`src/lm_int_defs.svh`:
```
// named offsets, field positions and sizes for the long-mode interrupt entry unit
`ifndef LM_INT_DEFS_SVH
`define LM_INT_DEFS_SVH

`define LM_ADDR_W         8
`define LM_CTRL_OFF       8'h00
`define LM_PRIO_OFF       8'h04
`define LM_STAT_OFF       8'h08
`define LM_TABLE_BASE     8'h40
`define LM_TABLE_END      8'h8C
`define LM_TABLE_ENTRIES  10
`define LM_IDX_W          4
`define LM_IST_BASE       4'h3
`define LM_CTRL_LONG_BIT  0
`define LM_CTRL_COMPAT_BIT 1
`define LM_PRIO_W         4
`define LM_STAT_BUSY_BIT  0
`define LM_STAT_HELD_BIT  1
`define LM_STAT_GP_BIT    2
`define LM_STAT_VEC_LSB   8
`define LM_SHIFT_LONG     4
`define LM_SHIFT_LEGACY   3
`define LM_OFFSET_W       12
`define LM_PUSH_LONG      4'h8
`define LM_PUSH_GATE32    4'h4
`define LM_PUSH_GATE16    4'h2
`define LM_POP_NARROW     4'h4
`define LM_USER_CPL       2'h3
`define LM_RESP_OKAY      2'b00
`define LM_RESP_SLVERR    2'b10

`endif

```
`src/lm_int_pkg.sv`:
```
// types shared by the long-mode interrupt entry unit
package lm_int_pkg;
    typedef enum logic [1:0] {
        ST_IDLE = 2'b00,
        ST_READ = 2'b01,
        ST_DONE = 2'b10
    } entry_state_e;

    typedef enum logic [1:0] {
        GATE_INTR = 2'b00,
        GATE_TRAP = 2'b01,
        GATE_TASK = 2'b10
    } gate_e;
endpackage

```
`src/stack_table_if.sv`:
```
// carrier between the entry logic and its stack pointer table
`timescale 1ns/10ps
`include "lm_int_defs.svh"
interface stack_table_if;
    logic                  wr_en;
    logic                  wr_hi;
    logic [`LM_IDX_W-1:0]  wr_idx;
    logic [31:0]           wr_data;
    logic [3:0]            wr_strb;
    logic [`LM_IDX_W-1:0]  rd_idx;
    logic [63:0]           rd_data;

    modport table_side (input wr_en, wr_hi, wr_idx, wr_data, wr_strb, rd_idx, output rd_data);
    modport user_side  (output wr_en, wr_hi, wr_idx, wr_data, wr_strb, rd_idx, input rd_data);
endinterface

```
`src/long_mode_interrupt_entry.sv`:
```
// interrupt entry and return decisions for long and legacy mode, with AXI4-Lite registers
//
// Implementation choices: the address map and the AXI4-Lite slave port.
`timescale 1ns/10ps
`include "lm_int_defs.svh"
// How it works
// - long-mode interrupts always enter 64-bit mode
// - long mode: descriptor offset is vector times 16
// - legacy mode: descriptor offset is vector times eight
// - task gate in long mode raises protection fault
// - long-mode frame pushes are eight bytes each
// - long mode always pushes old stack pair
// - legacy push width from gate; pair on change
// - privilege change loads full 64-bit stack pointer
// - long-mode privilege change loads null selector, privilege field 0
// - old stack pair written onto new stack
// - alternate stack enabled: always switch to it
// - alternate stacks from structure, long mode only
// - compatibility return pops pair only on change
// - 64-bit return always pops stack pair
// - long mode: null selector popped only to 64-bit, level<3
// - fifteen priority classes, one lowest, fifteen highest
// - priority field is four low register bits
module long_mode_interrupt_entry (
    input  wire logic                    clk_sys_in,
    input  wire logic                    srst_in,
    input  wire logic [`LM_ADDR_W-1:0]   awaddr_in,
    input  wire logic                    awvalid_in,
    output logic                         awready_out,
    input  wire logic [31:0]             wdata_in,
    input  wire logic [3:0]              wstrb_in,
    input  wire logic                    wvalid_in,
    output logic                         wready_out,
    output logic [1:0]                   bresp_out,
    output logic                         bvalid_out,
    input  wire logic                    bready_in,
    input  wire logic [`LM_ADDR_W-1:0]   araddr_in,
    input  wire logic                    arvalid_in,
    output logic                         arready_out,
    output logic [31:0]                  rdata_out,
    output logic [1:0]                   rresp_out,
    output logic                         rvalid_out,
    input  wire logic                    rready_in,
    input  wire logic                    evt_valid_in,
    input  wire logic [7:0]              evt_vector_in,
    input  wire lm_int_pkg::gate_e       evt_gate_in,
    input  wire logic                    evt_gate32_in,
    input  wire logic [2:0]              evt_ist_in,
    input  wire logic [1:0]              evt_cpl_in,
    input  wire logic [1:0]              evt_dpl_in,
    input  wire logic                    evt_external_in,
    input  wire logic [`LM_PRIO_W-1:0]   evt_class_in,
    output logic                         evt_busy_out,
    output logic                         ext_held_out,
    output logic                         res_valid_out,
    output logic [`LM_OFFSET_W-1:0]      res_offset_out,
    output logic [3:0]                   res_push_bytes_out,
    output logic                         res_push_stack_out,
    output logic                         res_switch_out,
    output logic [63:0]                  res_sp_out,
    output logic                         res_null_ss_out,
    output logic [1:0]                   res_ss_rpl_out,
    output logic                         res_mode64_out,
    output logic                         res_gp_out,
    input  wire logic                    ret_valid_in,
    input  wire logic                    ret_wide_in,
    input  wire logic                    ret_cpl_change_in,
    input  wire logic                    ret_target64_in,
    input  wire logic [1:0]              ret_target_cpl_in,
    input  wire logic                    ret_ss_null_in,
    output logic                         ret_done_out,
    output logic                         ret_pop_stack_out,
    output logic [3:0]                   ret_pop_bytes_out,
    output logic                         ret_gp_out
);
    stack_table_if tbl ();

    stack_table_mem #(.DEPTH(`LM_TABLE_ENTRIES)) u_table (
        .clk_sys_in (clk_sys_in),
        .port_io    (tbl.table_side)
    );

    function automatic logic in_table(input logic [`LM_ADDR_W-1:0] a);
        return (a >= `LM_TABLE_BASE) && (a <= `LM_TABLE_END) && (a[1:0] == 2'b00);
    endfunction

    function automatic logic is_mapped(input logic [`LM_ADDR_W-1:0] a);
        return in_table(a) || a == `LM_CTRL_OFF || a == `LM_PRIO_OFF || a == `LM_STAT_OFF;
    endfunction

    // ---------------- register bus ----------------
    logic                   have_aw, next_have_aw, have_w, next_have_w;
    logic [`LM_ADDR_W-1:0]  aw_addr, next_aw_addr;
    logic [31:0]            w_data, next_w_data;
    logic [3:0]             w_strb, next_w_strb;
    logic                   next_awready, next_wready, next_bvalid, next_arready, next_rvalid;
    logic [1:0]             next_bresp, next_rresp;
    logic [31:0]            next_rdata;
    logic                   ctrl_long, next_ctrl_long, ctrl_compat, next_ctrl_compat;
    logic [`LM_PRIO_W-1:0]  prio, next_prio;
    logic                   last_gp, next_last_gp;
    logic [7:0]             last_vec, next_last_vec;
    logic                   do_write;
    logic [`LM_ADDR_W-1:0]  tbl_off;

    always_comb begin
        next_have_aw = have_aw;
        next_aw_addr = aw_addr;
        next_have_w  = have_w;
        next_w_data  = w_data;
        next_w_strb  = w_strb;
        next_bvalid  = bvalid_out && !bready_in;
        next_bresp   = bresp_out;
        next_ctrl_long   = ctrl_long;
        next_ctrl_compat = ctrl_compat;
        next_prio    = prio;
        if (awvalid_in && awready_out) begin
            next_have_aw = 1'b1;
            next_aw_addr = awaddr_in;
        end
        if (wvalid_in && wready_out) begin
            next_have_w = 1'b1;
            next_w_data = wdata_in;
            next_w_strb = wstrb_in;
        end
        do_write = have_aw && have_w && !bvalid_out;
        if (do_write) begin
            next_have_aw = 1'b0;
            next_have_w  = 1'b0;
            next_bvalid  = 1'b1;
            next_bresp   = is_mapped(aw_addr) ? `LM_RESP_OKAY : `LM_RESP_SLVERR;
            if (aw_addr == `LM_CTRL_OFF && w_strb[0]) begin
                next_ctrl_long   = w_data[`LM_CTRL_LONG_BIT];
                next_ctrl_compat = w_data[`LM_CTRL_COMPAT_BIT];
            end
            if (aw_addr == `LM_PRIO_OFF && w_strb[0]) begin
                next_prio = w_data[`LM_PRIO_W-1:0];
            end
        end
        next_awready = !next_have_aw && !next_bvalid;
        next_wready  = !next_have_w && !next_bvalid;
    end

    assign tbl_off     = aw_addr - `LM_TABLE_BASE;
    assign tbl.wr_en   = do_write && in_table(aw_addr);
    assign tbl.wr_hi   = tbl_off[2];
    assign tbl.wr_idx  = tbl_off[`LM_IDX_W+2:3];
    assign tbl.wr_data = w_data;
    assign tbl.wr_strb = w_strb;

    always_comb begin
        next_rvalid  = rvalid_out && !rready_in;
        next_rdata   = rdata_out;
        next_rresp   = rresp_out;
        if (arvalid_in && arready_out) begin
            next_rvalid = 1'b1;
            next_rresp  = is_mapped(araddr_in) ? `LM_RESP_OKAY : `LM_RESP_SLVERR;
            next_rdata  = 32'h0000_0000;
            // the table is write-only; its words read back as zero
            unique case (araddr_in)
                `LM_CTRL_OFF: begin
                    next_rdata[`LM_CTRL_LONG_BIT]   = ctrl_long;
                    next_rdata[`LM_CTRL_COMPAT_BIT] = ctrl_compat;
                end
                `LM_PRIO_OFF: next_rdata[`LM_PRIO_W-1:0] = prio;
                `LM_STAT_OFF: begin
                    next_rdata[`LM_STAT_BUSY_BIT] = evt_busy_out;
                    next_rdata[`LM_STAT_HELD_BIT] = ext_held_out;
                    next_rdata[`LM_STAT_GP_BIT]   = last_gp;
                    next_rdata[`LM_STAT_VEC_LSB +: 8] = last_vec;
                end
                default: next_rdata = 32'h0000_0000;
            endcase
        end
        next_arready = !next_rvalid;
    end

    // ---------------- interrupt entry ----------------
    lm_int_pkg::entry_state_e state, next_state;
    logic [7:0]     cap_vec, next_cap_vec;
    lm_int_pkg::gate_e cap_gate, next_cap_gate;
    logic           cap_g32, next_cap_g32, cap_chg, next_cap_chg, cap_long, next_cap_long;
    logic [2:0]     cap_ist, next_cap_ist;
    logic [1:0]     cap_dpl, next_cap_dpl;
    logic           evt_hold, evt_take, gp, sw;
    logic           next_busy, next_held, next_res_valid, next_res_push, next_res_switch;
    logic           next_res_null, next_res_mode64, next_res_gp;
    logic [`LM_OFFSET_W-1:0] next_res_offset;
    logic [3:0]     next_res_bytes;
    logic [63:0]    next_res_sp;

    // class zero is no class, so it is never above the field
    assign evt_hold = evt_external_in && (evt_class_in <= prio);
    assign evt_take = (state == lm_int_pkg::ST_IDLE) && evt_valid_in && !evt_hold;

    // alternate stacks only in long mode
    // privilege stack indexed by target level
    assign tbl.rd_idx = (cap_long && cap_ist != 3'h0) ?
                        `LM_IST_BASE + {1'b0, cap_ist} - 4'h1 : {2'b00, cap_dpl};

    always_comb begin
        next_state    = state;
        next_cap_vec  = cap_vec;
        next_cap_gate = cap_gate;
        next_cap_g32  = cap_g32;
        next_cap_chg  = cap_chg;
        next_cap_long = cap_long;
        next_cap_ist  = cap_ist;
        next_cap_dpl  = cap_dpl;
        next_held     = evt_valid_in && (state == lm_int_pkg::ST_IDLE) && evt_hold;
        next_last_gp  = last_gp;
        next_last_vec = last_vec;
        next_res_valid = 1'b0;
        gp = cap_long && cap_gate == lm_int_pkg::GATE_TASK;
        sw = !gp && ((cap_long && cap_ist != 3'h0) || cap_chg);
        next_res_offset = cap_long ? `LM_OFFSET_W'(cap_vec) << `LM_SHIFT_LONG
                                   : `LM_OFFSET_W'(cap_vec) << `LM_SHIFT_LEGACY;
        next_res_bytes  = cap_long ? `LM_PUSH_LONG
                                   : (cap_g32 ? `LM_PUSH_GATE32 : `LM_PUSH_GATE16);
        next_res_push   = !gp && (cap_long || cap_chg);
        next_res_switch = sw;
        next_res_sp     = sw ? tbl.rd_data : 64'h0000_0000_0000_0000;
        next_res_null   = !gp && cap_long && cap_chg;
        next_res_mode64 = cap_long;
        next_res_gp     = gp;
        unique case (state)
            lm_int_pkg::ST_IDLE: begin
                if (evt_take) begin
                    next_state    = lm_int_pkg::ST_READ;
                    next_cap_vec  = evt_vector_in;
                    next_cap_gate = evt_gate_in;
                    next_cap_g32  = evt_gate32_in;
                    next_cap_chg  = evt_cpl_in != evt_dpl_in;
                    next_cap_long = ctrl_long;
                    next_cap_ist  = evt_ist_in;
                    next_cap_dpl  = evt_dpl_in;
                end
            end
            lm_int_pkg::ST_READ: next_state = lm_int_pkg::ST_DONE;
            lm_int_pkg::ST_DONE: begin
                next_state     = lm_int_pkg::ST_IDLE;
                next_res_valid = 1'b1;
                next_last_gp   = gp;
                next_last_vec  = cap_vec;
            end
            default: next_state = lm_int_pkg::ST_IDLE;
        endcase
        next_busy = next_state != lm_int_pkg::ST_IDLE;
    end

    // ---------------- interrupt return ----------------
    logic mode64, next_ret_pop, next_ret_gp;
    logic [3:0] next_ret_bytes;
    always_comb begin
        mode64 = ctrl_long && !ctrl_compat;
        next_ret_pop = ret_valid_in && (mode64 || ret_cpl_change_in);
        next_ret_bytes = (mode64 && ret_wide_in) ? `LM_PUSH_LONG : `LM_POP_NARROW;
        next_ret_gp = next_ret_pop && ctrl_long && ret_ss_null_in &&
                      !(ret_target64_in && ret_target_cpl_in < `LM_USER_CPL);
    end

    always_ff @(posedge clk_sys_in) begin
        if (srst_in) begin
            have_aw <= 1'b0;  aw_addr <= '0;  have_w <= 1'b0;
            w_data <= '0;  w_strb <= '0;
            awready_out <= 1'b1;  wready_out <= 1'b1;
            bvalid_out <= 1'b0;  bresp_out <= `LM_RESP_OKAY;
            arready_out <= 1'b1;  rvalid_out <= 1'b0;
            rdata_out <= '0;  rresp_out <= `LM_RESP_OKAY;
            ctrl_long <= 1'b0;  ctrl_compat <= 1'b0;  prio <= '0;
            last_gp <= 1'b0;  last_vec <= '0;
            state <= lm_int_pkg::ST_IDLE;
            cap_vec <= '0;  cap_gate <= lm_int_pkg::GATE_INTR;  cap_g32 <= 1'b0;
            cap_chg <= 1'b0;  cap_long <= 1'b0;  cap_ist <= '0;  cap_dpl <= '0;
            evt_busy_out <= 1'b0;  ext_held_out <= 1'b0;
            res_valid_out <= 1'b0;  res_offset_out <= '0;  res_push_bytes_out <= '0;
            res_push_stack_out <= 1'b0;  res_switch_out <= 1'b0;  res_sp_out <= '0;
            res_null_ss_out <= 1'b0;  res_ss_rpl_out <= 2'b00;
            res_mode64_out <= 1'b0;  res_gp_out <= 1'b0;
            ret_done_out <= 1'b0;  ret_pop_stack_out <= 1'b0;
            ret_pop_bytes_out <= '0;  ret_gp_out <= 1'b0;
        end else begin
            have_aw <= next_have_aw;  aw_addr <= next_aw_addr;  have_w <= next_have_w;
            w_data <= next_w_data;  w_strb <= next_w_strb;
            awready_out <= next_awready;  wready_out <= next_wready;
            bvalid_out <= next_bvalid;  bresp_out <= next_bresp;
            arready_out <= next_arready;  rvalid_out <= next_rvalid;
            rdata_out <= next_rdata;  rresp_out <= next_rresp;
            ctrl_long <= next_ctrl_long;  ctrl_compat <= next_ctrl_compat;  prio <= next_prio;
            last_gp <= next_last_gp;  last_vec <= next_last_vec;
            state <= next_state;
            cap_vec <= next_cap_vec;  cap_gate <= next_cap_gate;  cap_g32 <= next_cap_g32;
            cap_chg <= next_cap_chg;  cap_long <= next_cap_long;
            cap_ist <= next_cap_ist;  cap_dpl <= next_cap_dpl;
            evt_busy_out <= next_busy;  ext_held_out <= next_held;
            res_valid_out <= next_res_valid;
            if (next_res_valid) begin
                res_offset_out <= next_res_offset;  res_push_bytes_out <= next_res_bytes;
                res_push_stack_out <= next_res_push;  res_switch_out <= next_res_switch;
                res_sp_out <= next_res_sp;  res_null_ss_out <= next_res_null;
                res_ss_rpl_out <= 2'b00;
                res_mode64_out <= next_res_mode64;  res_gp_out <= next_res_gp;
            end
            ret_done_out <= ret_valid_in;  ret_pop_stack_out <= next_ret_pop;
            ret_pop_bytes_out <= next_ret_bytes;  ret_gp_out <= next_ret_gp;
        end
    end
endmodule // long_mode_interrupt_entry

```
`src/stack_table_mem.sv`:
```
// stack pointer table: three privilege stacks then seven alternate stacks
`timescale 1ns/10ps
`include "lm_int_defs.svh"
module stack_table_mem #(
    parameter int DEPTH = `LM_TABLE_ENTRIES
) (
    input  wire logic          clk_sys_in,
    stack_table_if.table_side  port_io
);
    logic [63:0] mem [DEPTH];

    // one process owns the whole array; per-lane processes would be rival drivers of mem
    always_ff @(posedge clk_sys_in) begin
        if (port_io.wr_en) begin
            for (int b = 0; b < 4; b++) begin
                if (port_io.wr_strb[b]) begin
                    if (port_io.wr_hi) begin
                        mem[port_io.wr_idx][32+8*b +: 8] <= port_io.wr_data[8*b +: 8];
                    end else begin
                        mem[port_io.wr_idx][8*b +: 8] <= port_io.wr_data[8*b +: 8];
                    end
                end
            end
        end
    end

    // read data registered: one cycle after the index is presented
    always_ff @(posedge clk_sys_in) begin
        port_io.rd_data <= mem[port_io.rd_idx];
    end
endmodule // stack_table_mem
```
`config.mk`:
```
export PLATFORM = sky130hd
export DESIGN_NAME = long_mode_interrupt_entry
export DESIGN_NICKNAME = d
export VERILOG_FILES = /design/src/lm_int_pkg.sv /design/src/stack_table_if.sv /design/src/long_mode_interrupt_entry.sv /design/src/stack_table_mem.sv
export VERILOG_INCLUDE_DIRS = /design/src
export SDC_FILE = /design/constraint.sdc
export NUM_CORES = 1
export LEC_CHECK = 0
export BUFFER_PORTS_ARGS = -buffer_cell sky130_fd_sc_hd__buf_2
export CAP_MARGIN = 20
export CORE_MARGIN = 2
export CORE_UTILIZATION = 30
export DETAILED_ROUTE_END_ITERATION = 10
export GPL_TIMING_DRIVEN = 0
export PLACE_DENSITY = 0.52
export SETUP_SLACK_MARGIN = 0.05
export SYNTH_ARGS = -nofsm -noshare
export SYNTH_HDL_FRONTEND = slang
export SYNTH_HIERARCHICAL = 1
export SYNTH_SLANG_ARGS = --single-unit
```
`constraint.sdc`:
```
create_clock -name clk_sys_in -period 2.2 [get_ports clk_sys_in]
set_clock_uncertainty 0.2 [all_clocks]
set_input_delay 0.11 -clock clk_sys_in [delete_from_list [all_inputs] [get_ports clk_sys_in]]
set_output_delay 0.11 -clock clk_sys_in [all_outputs]
set_load 0.005 [all_outputs]
```
=== Word-level counts from Yosys, hierarchy flattened ===
Memory sizes are Yosys's and may differ from the RTL's. A register that Yosys moved wholly into a read port is not among the register bits.
Cells that the tools add are included.

* $add $sub $neg: 3
* Order comparisons: 6
* Equal/unequal tests: 8
* Muxes and demuxes: 47
* Reduce and logical (&&, ||, !) cells: 63

{| class="wikitable"
|+ Operators with widths
! kind !! count
|-
| $mux W64 || 1
|-
| $mux W1 || 34
|-
| $logic_and A1 B1 Y1 || 33
|-
| $eq A8 B3 Y1 const B || 2
|-
| $eq A8 B4 Y1 const B || 2
|-
| $ge A8 B7 Y1 const B || 2
|-
| $le A8 B8 Y1 const B || 2
|-
| $logic_not A8 Y1 || 2
|-
| $mux W12 || 1
|-
| $mux W4 || 3
|-
| $logic_not A1 Y1 || 11
|-
| $logic_or A1 B1 Y1 || 9
|-
| $mux W8 || 1
|-
| $sub A7 B7 Y7 const B || 1
|-
| $logic_not A2 Y1 || 3
|-
| $mux W2 || 3
|-
| $pmux W2 S3 || 1
|-
| $reduce_and A2 Y1 || 3
|-
| $add A2 B3 Y4 const A || 1
|-
| $eq A2 B2 Y1 const B || 2
|-
| $le A4 B4 Y1 || 1
|-
| $pmux W2 S2 || 1
|-
| $sub A4 B1 Y4 const B || 1
|-
| $mux W3 || 1
|-
| 6 further kinds || 6
|}

* Register bits after elaboration: 197
* RAM bits: 640
* Input port bits: 90
* Output and inout bits: 138
* Memories: 1

{| class="wikitable"
|+ Memory list
! memory !! words !! width !! rd ports !! clocked after Yosys merged registers in !! write ports !! line !! text
|-
| u_table.mem || 10 || 64 || 1 || 1 || 1 || stack_table_mem.sv:10 || <nowiki>logic [63:0] mem [DEPTH];</nowiki>
|}

=== Longest topological paths before layout ===
Gate-level depths: netlist of run 1.

* Word-level depth: 7
* Mapped depth: 10
* Mapped depth without buffers: 6

=== By module ===
The synthesis of run 1 kept the hierarchy.

{| class="wikitable"
|+ Modules (own cells, without submodules)
! module !! times used !! cells an instance !! area each (sq um)
|-
| stack_table_mem || 1 || 1,467 || 26,904.6
|-
| long_mode_interrupt_entry || 1 || 736 || 6,977.9
|}

=== Worst setup path after synthesis of run 1 ===
No wires, ideal clock.

* Kind: reg2reg
* Start point: register aw_addr[4]
* End point: memory u_table.mem[7][0], enable pin
* Data arrival time: 1.844 ns
* Setup slack: -0.214 ns
* Cell stages (with the launch flop): 8
* Clock period less this slack: 2.414 ns
* Path through: dfxtp_1 > nor4b_1 > o21ai_0 > nor2_1 > clkbuf_1 > nor2b_1 > nand2_1 > nor2_1

* Cells in the longest elaborated chain, start to end: 6
* Elaborated cells between the ends (all ways): 8
* Those cells by class: add/sub: 1; order compare: 2; mux: 2; reduce/logical: 3

{| class="wikitable"
|+ RTL lines
! item !! line !! text
|-
| start: declaration || long_mode_interrupt_entry.sv:93 || <nowiki>logic [`LM_ADDR_W-1:0] aw_addr, next_aw_addr;</nowiki>
|-
| start signal: assignment || long_mode_interrupt_entry.sv:283 || <nowiki>have_aw <= next_have_aw; aw_addr <= next_aw_addr; have_w <= next_have_w;</nowiki>
|-
| $ge A8 B7 Y1 (no source line) / $le A8 B8 Y1 (equally long branches) || n/a ||
|-
| $logic_and A1 B1 Y1 * (2 in a row) || long_mode_interrupt_entry.sv:84 || <nowiki>return (a >= `LM_TABLE_BASE) && (a <= `LM_TABLE_END) && (a[1:0] == 2'b00);</nowiki>
|-
| $logic_and A1 B1 Y1 * || long_mode_interrupt_entry.sv:145 || <nowiki>assign tbl.wr_en = do_write && in_table(aw_addr);</nowiki>
|-
| net tbl.wr_en || stack_table_if.sv:5 || <nowiki>logic wr_en;</nowiki>
|-
| $mux W1 * || stack_table_mem.sv:14 || <nowiki>if (port_io.wr_en) begin</nowiki>
|-
| $mux W1 (not written as such) * || stack_table_mem.sv:20 || <nowiki>mem[port_io.wr_idx][8*b +: 8] <= port_io.wr_data[8*b +: 8];</nowiki>
|-
| end: declaration || stack_table_mem.sv:10 ||
|}

The timed path passes the listed nets; every way through them passes the cells marked *.

=== Final worst setup path of run 1 ===
* Start point: register cap_long
* End point: register u_table.port_io.rd_data[62] (read register of u_table.mem)

* Cells in the longest elaborated chain, start to end: 2

{| class="wikitable"
|+ RTL lines
! item !! line !! text
|-
| start: declaration || long_mode_interrupt_entry.sv:182 || <nowiki>logic cap_g32, next_cap_g32, cap_chg, next_cap_chg, cap_long, next_cap_long;</nowiki>
|-
| start signal: assignment || long_mode_interrupt_entry.sv:293 || <nowiki>cap_chg <= next_cap_chg; cap_long <= next_cap_long;</nowiki>
|-
| $logic_and A1 B1 Y1 || long_mode_interrupt_entry.sv:198 || <nowiki>assign tbl.rd_idx = (cap_long && cap_ist != 3'h0) ?</nowiki>
|-
| $mux W4 || long_mode_interrupt_entry.sv:198 ||
|-
| net tbl.rd_idx[0] || stack_table_if.sv:10 || <nowiki>logic [`LM_IDX_W-1:0] rd_idx;</nowiki>
|-
| end: declaration || stack_table_if.sv:13 || <nowiki>modport table_side (input wr_en, wr_hi, wr_idx, wr_data, wr_strb, rd_idx, output rd_data);</nowiki>
|}

The timed path passes the listed nets, and every way through them passes these cells.
A chain may end at the register's enable or synchronous reset.

==> results_dict.tcl, run 1 <==
set metrics [dict create \
    violations "setup timing" \
    row_count 123 \
    p_per_area_mw_per_mm2 818 \
    final_cell_mix "edfxtp_1 (640), dfxtp_1 (244), buf_2 (201)" \
    grt_pass1_vias 21200 \
    synth_compound_area_share_pct 8.90 \
    ys_warn_count 6 \
    synth_seq_cells 891 \
    finish.net_count 2877 \
    startpoint_type "register" \
    setup_viol 618 \
    antenna_found_initial 2 \
    cts_sinks 891 \
    relSlewSlack_pct 33.8 \
    initialDrtViolationCount 1846 \
    hold_path.class "in -> reg" \
    io_pins 228 \
    gp_congestion 0.803 \
    cp_max_fo 8 \
    synth_top_family_by_area "multiplexers" \
    drc 0 \
    ctsLongestPathBuffers 3 \
    rrSetupSlack_ns -0.22 \
    synth.distinct_cells 50 \
    numCtsBuffers 96 \
    crit_family "compound AO/OA/AOI/OAI gates" \
    die_x_um 340 \
    overflow 0 \
    worstReg2RegEnd "u_table/port_io.rd_data[62]" \
    antenna_left 0 \
    reg2reg_depth 11 \
    cts_root_buf "clkbuf_16" \
    cts_tree "built" \
    switching_power_mw 8.48 \
    status "complete, but fails checks" \
    synthXorXnorAreaFrac_pct 0.0517 \
    grt_pass1_wl_um 145000 \
    die_h_um 340 \
    async_reset_ff_share_pct 0 \
    antenna_cells 0 \
    p_int_mw 29.1 \
    drive_gt1_share_pct 37.4 \
    final.min_clock_period_ns 2.42 \
    dieArea_mm2 0.116 \
    cp-endpoint "u_table/port_io.rd_data[62]" \
    synth_adder_area_share_pct 0.185 \
    worstPathArrival_ns 2.77 \
    core_region_area_mm2 0.112 \
    wirelength_um 104000 \
    ir_drop_mv 0.568 \
    vias 21200 \
    htreeDepth 3 \
    initial_utilization_pct 30.2 \
    path_buf_inv 6 \
    place_hpwl_um 68700 \
    p_total_mw 37.5 \
    path_common_cell "buf_12" \
    layout_setup_ws_ns -0.222 \
    seqPwrFrac_pct 49.7 \
    power.leakage_nw 15.6 \
    crit_type "reg -> reg" \
    synthFlopType "edfxtp_1" \
    power.clock.fraction_pct 43.2 \
    critPathLaunch "cap_long" \
    synth_edf_count 640 \
    via_per_inst 4.86 \
    path_clk_slew_ns 0.06 \
    clock_latency_ns 0.66 \
    grt_use_total_pct 17.2 \
    worstMarginPinSlew_ns 0.992 \
    area_delta_synth_final_pct 35.5 \
    muxShareOfSynthArea_pct 11.0 \
    grt_max_degree 24 \
    syn_area_per_cell_um2 15.4 \
    synth.cell_area_mm2 0.0339 \
    path_cells "buf_6, clkbuf_16, o21ai_2, a22o_4, buf_12, buf_12, buf_16, buf_12, mux2i_1, a22o_1, o31ai_4" \
    fin_crit_sh_pct 110 \
    firstDrtPassIters 5 \
    clock.fmax_mhz 413 \
    rsz0062_at_grt "yes" \
    layout_commonest_cell "edfxtp_1" \
    p_comb_share_pct 7.1 \
    portBuffers 196 \
    slew_violations 0 \
    swShare_pct 22.6 \
    dp_slack_ns -1.09 \
    design_area_mm2 0.0459 \
    crit_path_top_delay_cell "dfxtp_2" \
    r2r_start "cap_long" \
    yosysSeqAreaShare_pct 71.6 \
    place_area_mm2 0.0372 \
    critPathCaptureType "register" \
    max_cap_violations 0 \
    cp.depth 11 \
    slowest_delay_ns 0.34 \
    syn-instance-count 2203 \
    fillCellCount 10000 \
    finalHoldViolations 0 \
    post_drt_wl_per_cell_um 23.8 \
    synthSimpleGateAreaFrac_pct 5.38 \
    required_ns 2.55 \
]
## Yosys cell counts (7+ instances only)
cell,instances,area (um2)
nand2_1,193,724
mux2i_1,155,1550
edfxtp_1,640,19200
buf_12,7,140
nand2b_1,38,238
o22ai_1,64,400
mux2_2,192,2160
buf_2,16,80.1
buf_4,45,338
nor2b_1,15,93.8
nor2_1,114,428
o31ai_2,64,801
clkbuf_1,68,255
buf_6,9,101
a211oi_1,7,52.6
a22oi_1,8,60.1
buf_1,13,48.8
a21oi_1,79,395
a22o_1,130,1140
dfxtp_1,251,5020
nand3_1,26,130
inv_1,8,30.0
o21ai_0,10,50.1
## power by group through the flow
stage	sequential, mW	clock [mW]	combinational, mW
2_1_floorplan	18.8	0	1.24
3_3_place_gp	19.0	0	1.93
3_5_place_dp	19.0	0	1.96
4_1_cts	18.7	16.5	2.49
5_1_grt	18.7	17.2	2.79
6_report	18.7	16.2	2.66
## layout make-up
class	instances	area, um2	share of cell area (%)
inverters	8	30.0	0.0654
multi-input cells	1178	10400	22.6
flip-flops and latches	891	24300	52.9
repair buffers	454	4580	9.97
clock inverters	31	344	0.750
plain buffers	153	1590	3.45
well taps	1500	1880	4.09
clock buffers	151	2840	6.19
## stage by stage
step	hold slack (ns)	setup TNS, ns	instances	utilization [%]
floorplan	-0.00655	0	2232	-
global placement	0.108	-532.80	3928	33.1
detailed placement	0.108	-479.16	3933	33.2
CTS	0.00279	-48.87	4324	40.0
global route	0.0350	-113.67	4366	40.9
finish	0.0451	-40.70	4366	40.9
## worst register-to-register path, stage by stage (launching register included)
cell and delay, ns:
dfxtp_2 0.34, buf_6 0.10, clkbuf_16 0.12, o21ai_2 0.05, a22o_4 0.23, buf_12 0.16, buf_12 0.15, buf_16 0.15
buf_12 0.15, mux2i_1 0.12, a22o_1 0.26, o31ai_4 0.29
## cell families (layout without fill, tap and decap cells)
family	after synthesis	in the layout
flip-flops	891	891
AND/OR/NAND/NOR	415	418
AO/OA/AOI/OAI	375	375
multiplexers	348	348
buffers and inverters	166	797
adder cells (fa/ha/maj)	5	5
XOR/XNOR	2	2
other	1	30
## layer usage
layer,global-route usage [%],routed length (um),vias to the layer above
li1,-,-,9500
met3,3.53,6800,141
met2,28.0,49400,713
met5,0,0,-
met4,5.77,2590,0
met1,22.9,45000,10900
## worst min path at each step
stage                          startpoint                   end  slack (ns)  depth (start not counted)
final                        wdata_in[29]       tbl.wr_data[29]        0.05                          4
after CTS                 evt_class_in[0]          ext_held_out       0.003                          6
after detailed placement      ret_wide_in  ret_pop_bytes_out[2]        0.11                          2
after global routing         wdata_in[28]       tbl.wr_data[28]        0.04                          4
after global placement        ret_wide_in  ret_pop_bytes_out[2]        0.11                          2
after floorplan                   srst_in          ret_done_out      -0.007                          1
## sequential cells by signal (all words and copies together) (netlist names), 4 cells and up
| signal | cells |
|---|---|
| u_table/mem | 640 |
| res_sp_out | 64 |
| u_table/port_io.rd_data | 64 |
| tbl.wr_data | 32 |
| rdata_out | 12 |
| res_offset_out | 9 |
| aw_addr | 8 |
| cap_vec | 8 |
| last_vec | 8 |
| prio | 4 |
| tbl.wr_strb | 4 |
## repair_timing
| action | 4_1_cts | 5_1_grt |
|---|---|---|
| resized for setup | 417 | 100 |
| hold buffers | 103 | 0 |
| endpoints found under the hold margin | 84 | 0 |
| gates cloned | 9 | 12 |
| endpoints found under the setup margin | 790 | 787 |
| buffers inserted | 99 | 35 |
| pin swaps | 118 | 85 |
(Power assumes the default switching activity.)
==> run 2, diff against run 1 <==
==> constraint.sdc (replaced) <==
create_clock -name clk_sys_in -period 2 [get_ports clk_sys_in]
set_clock_uncertainty 0.2 [all_clocks]
set_input_delay 0.1 -clock clk_sys_in [delete_from_list [all_inputs] [get_ports clk_sys_in]]
set_output_delay 0.1 -clock clk_sys_in [all_outputs]
set_load 0.02 [all_outputs]
==> results_dict.tcl, run 2 (synthesized netlist as in run 1, its figures left out) <==
set metrics [dict create \
    layout_setup_ws_ns -0.410 \
    crit_type "reg -> reg" \
    final_cell_mix "edfxtp_1 (640), dfxtp_1 (241), buf_2 (202)" \
    design_area_mm2 0.0471 \
    worstMarginPinSlew_ns 1.09 \
    antenna_found_initial 4 \
    worstPathArrival_ns 2.77 \
    drc 0 \
    final.min_clock_period_ns 2.41 \
    place_hpwl_um 68500 \
    overflow 0 \
    finalSetupTns_ns -210.92 \
    max_cap_violations 0 \
    place_area_mm2 0.0378 \
    status "complete, but fails checks" \
    gp_congestion 0.849 \
    ir_drop_mv 0.668 \
    io_pins 228 \
    clock.fmax_mhz 415 \
    rsz0062_at_grt "yes" \
    initial_utilization_pct 30.2 \
    p_total_mw 41.3 \
    relSlewSlack_pct 27.0 \
    fillCellCount 9977 \
    die_x_um 340 \
    grt_use_total_pct 17.4 \
    area_delta_synth_final_pct 39.0 \
    dieArea_mm2 0.116 \
    largest_reg_flops 640 \
    power.leakage_nw 16.0 \
    required_ns 2.35 \
    register_area_mm2 0.0243 \
    initialDrtViolationCount 1559 \
    numCtsBuffers 93 \
    startpoint_type "register" \
    dp_slack_ns -1.38 \
    finalHoldViolations 0 \
    row_count 123 \
    cts_sinks 891 \
    drive_gt1_share_pct 38.2 \
    critPathCaptureType "register" \
    setup_viol 750 \
    portBuffers 196 \
    clock_latency_ns 0.69 \
    fin_crit_sh_pct 121 \
    multi_input_area_mm2 0.0109 \
    cts_root_buf "clkbuf_16" \
    firstDrtPassIters 5 \
    post_drt_wl_per_cell_um 24.5 \
    grt_max_degree 24 \
    wirelength_um 108000 \
    htreeDepth 3 \
    layout_commonest_cell "edfxtp_1" \
    slew_violations 0 \
    cp_max_fo 9 \
    grt_pass1_wl_um 147000 \
    ctsLongestPathBuffers 3 \
    vias 21500 \
    antenna_left 0 \
    top_regs "u_table/mem: 640 flops, res_sp_out: 64 flops, u_table/port_io.rd_data: 64 flops" \
    core_region_area_mm2 0.112 \
    p_per_area_mw_per_mm2 876 \
    cts_tree "built" \
    die_h_um 340 \
    grt_pass1_vias 21100 \
    path_clk_slew_ns 0.06 \
    via_per_inst 4.89 \
    violations "setup timing" \
    finish.net_count 2921 \
    hold_path.class "in -> reg" \
    largest-register "u_table/mem" \
]
-- run 2: worst max-delay path, cell delays in order (launching register included) --
cell	delay, ns
dfxtp_2	0.36
buf_8	0.11
clkbuf_16	0.13
o21ai_4	0.05
a22o_4	0.23
buf_12	0.16
buf_16	0.17
buf_12	0.14
mux2i_2	0.17
a22o_1	0.24
o31ai_4	0.31
-- run 2: per-stage QoR --
| step | util, % | hold slack [ns] | std cells |
|---|---|---|---|
| 2_1_floorplan | - | -0.0165 | 2232 |
| 3_3_place_gp | 33.6 | 0.0985 | 3928 |
| 3_5_place_dp | 33.7 | 0.0996 | 3936 |
| 4_1_cts | 39.8 | -0.145 | 4297 |
| 5_1_grt | 42.0 | 0.0243 | 4404 |
| 6_report | 42.0 | 0.0368 | 4405 |
-- run 2: final timing paths --
check | slack, ns | start | cells past startpoint | endpoint
setup / recovery | -0.41 | cap_long | 10 | u_table/port_io.rd_data[1]
hold / removal | 0.04 | wdata_in[11] | 4 | tbl.wr_data[11]
setup reg to reg | -0.41 | cap_long | 10 | u_table/port_io.rd_data[1]
hold reg to reg | 0.23 | u_table/port_io.rd_data[32] | 1 | res_sp_out[32]
-- run 2: power by group --
| part | switching (mW) | internal, mW | total (mW) |
|---|---|---|---|
| clock network | 7.44 | 10.0 | 17.5 |
| registers | 0.447 | 20.1 | 20.5 |
| logic | 1.69 | 1.57 | 3.26 |
| total | 9.58 | 31.7 | 41.3 |
-- run 2: cell type report --
type                       count  area share (%)
tap                         1500            3.98
clock inverter                55            1.40
antenna                        3          0.0159
clock buffer                 116            5.19
inverter                       8          0.0637
timing repair buffer         498            10.8
multi-input combinational   1178            23.2
sequential                   891            51.5
buffer                       156            3.82
-- run 2: routing by layer --
layer	global-route usage [%]	vias to the layer above	part of all wire, %
li1	-	9601	-
met1	23.3	11000	42
met2	29.1	751	49
met3	2.87	172	6.3
met4	4.96	2	2.6
met5	0	-	0.012
-- run 2: what timing repair did --
item                                   CTS  global route
hold buffers                           117             3
setup endpoints to repair              818           817
pin swaps                               51           136
setup buffers                           65            83
gates cloned                             8            26
endpoints found under the hold margin   88             1
resized for setup                      367           181
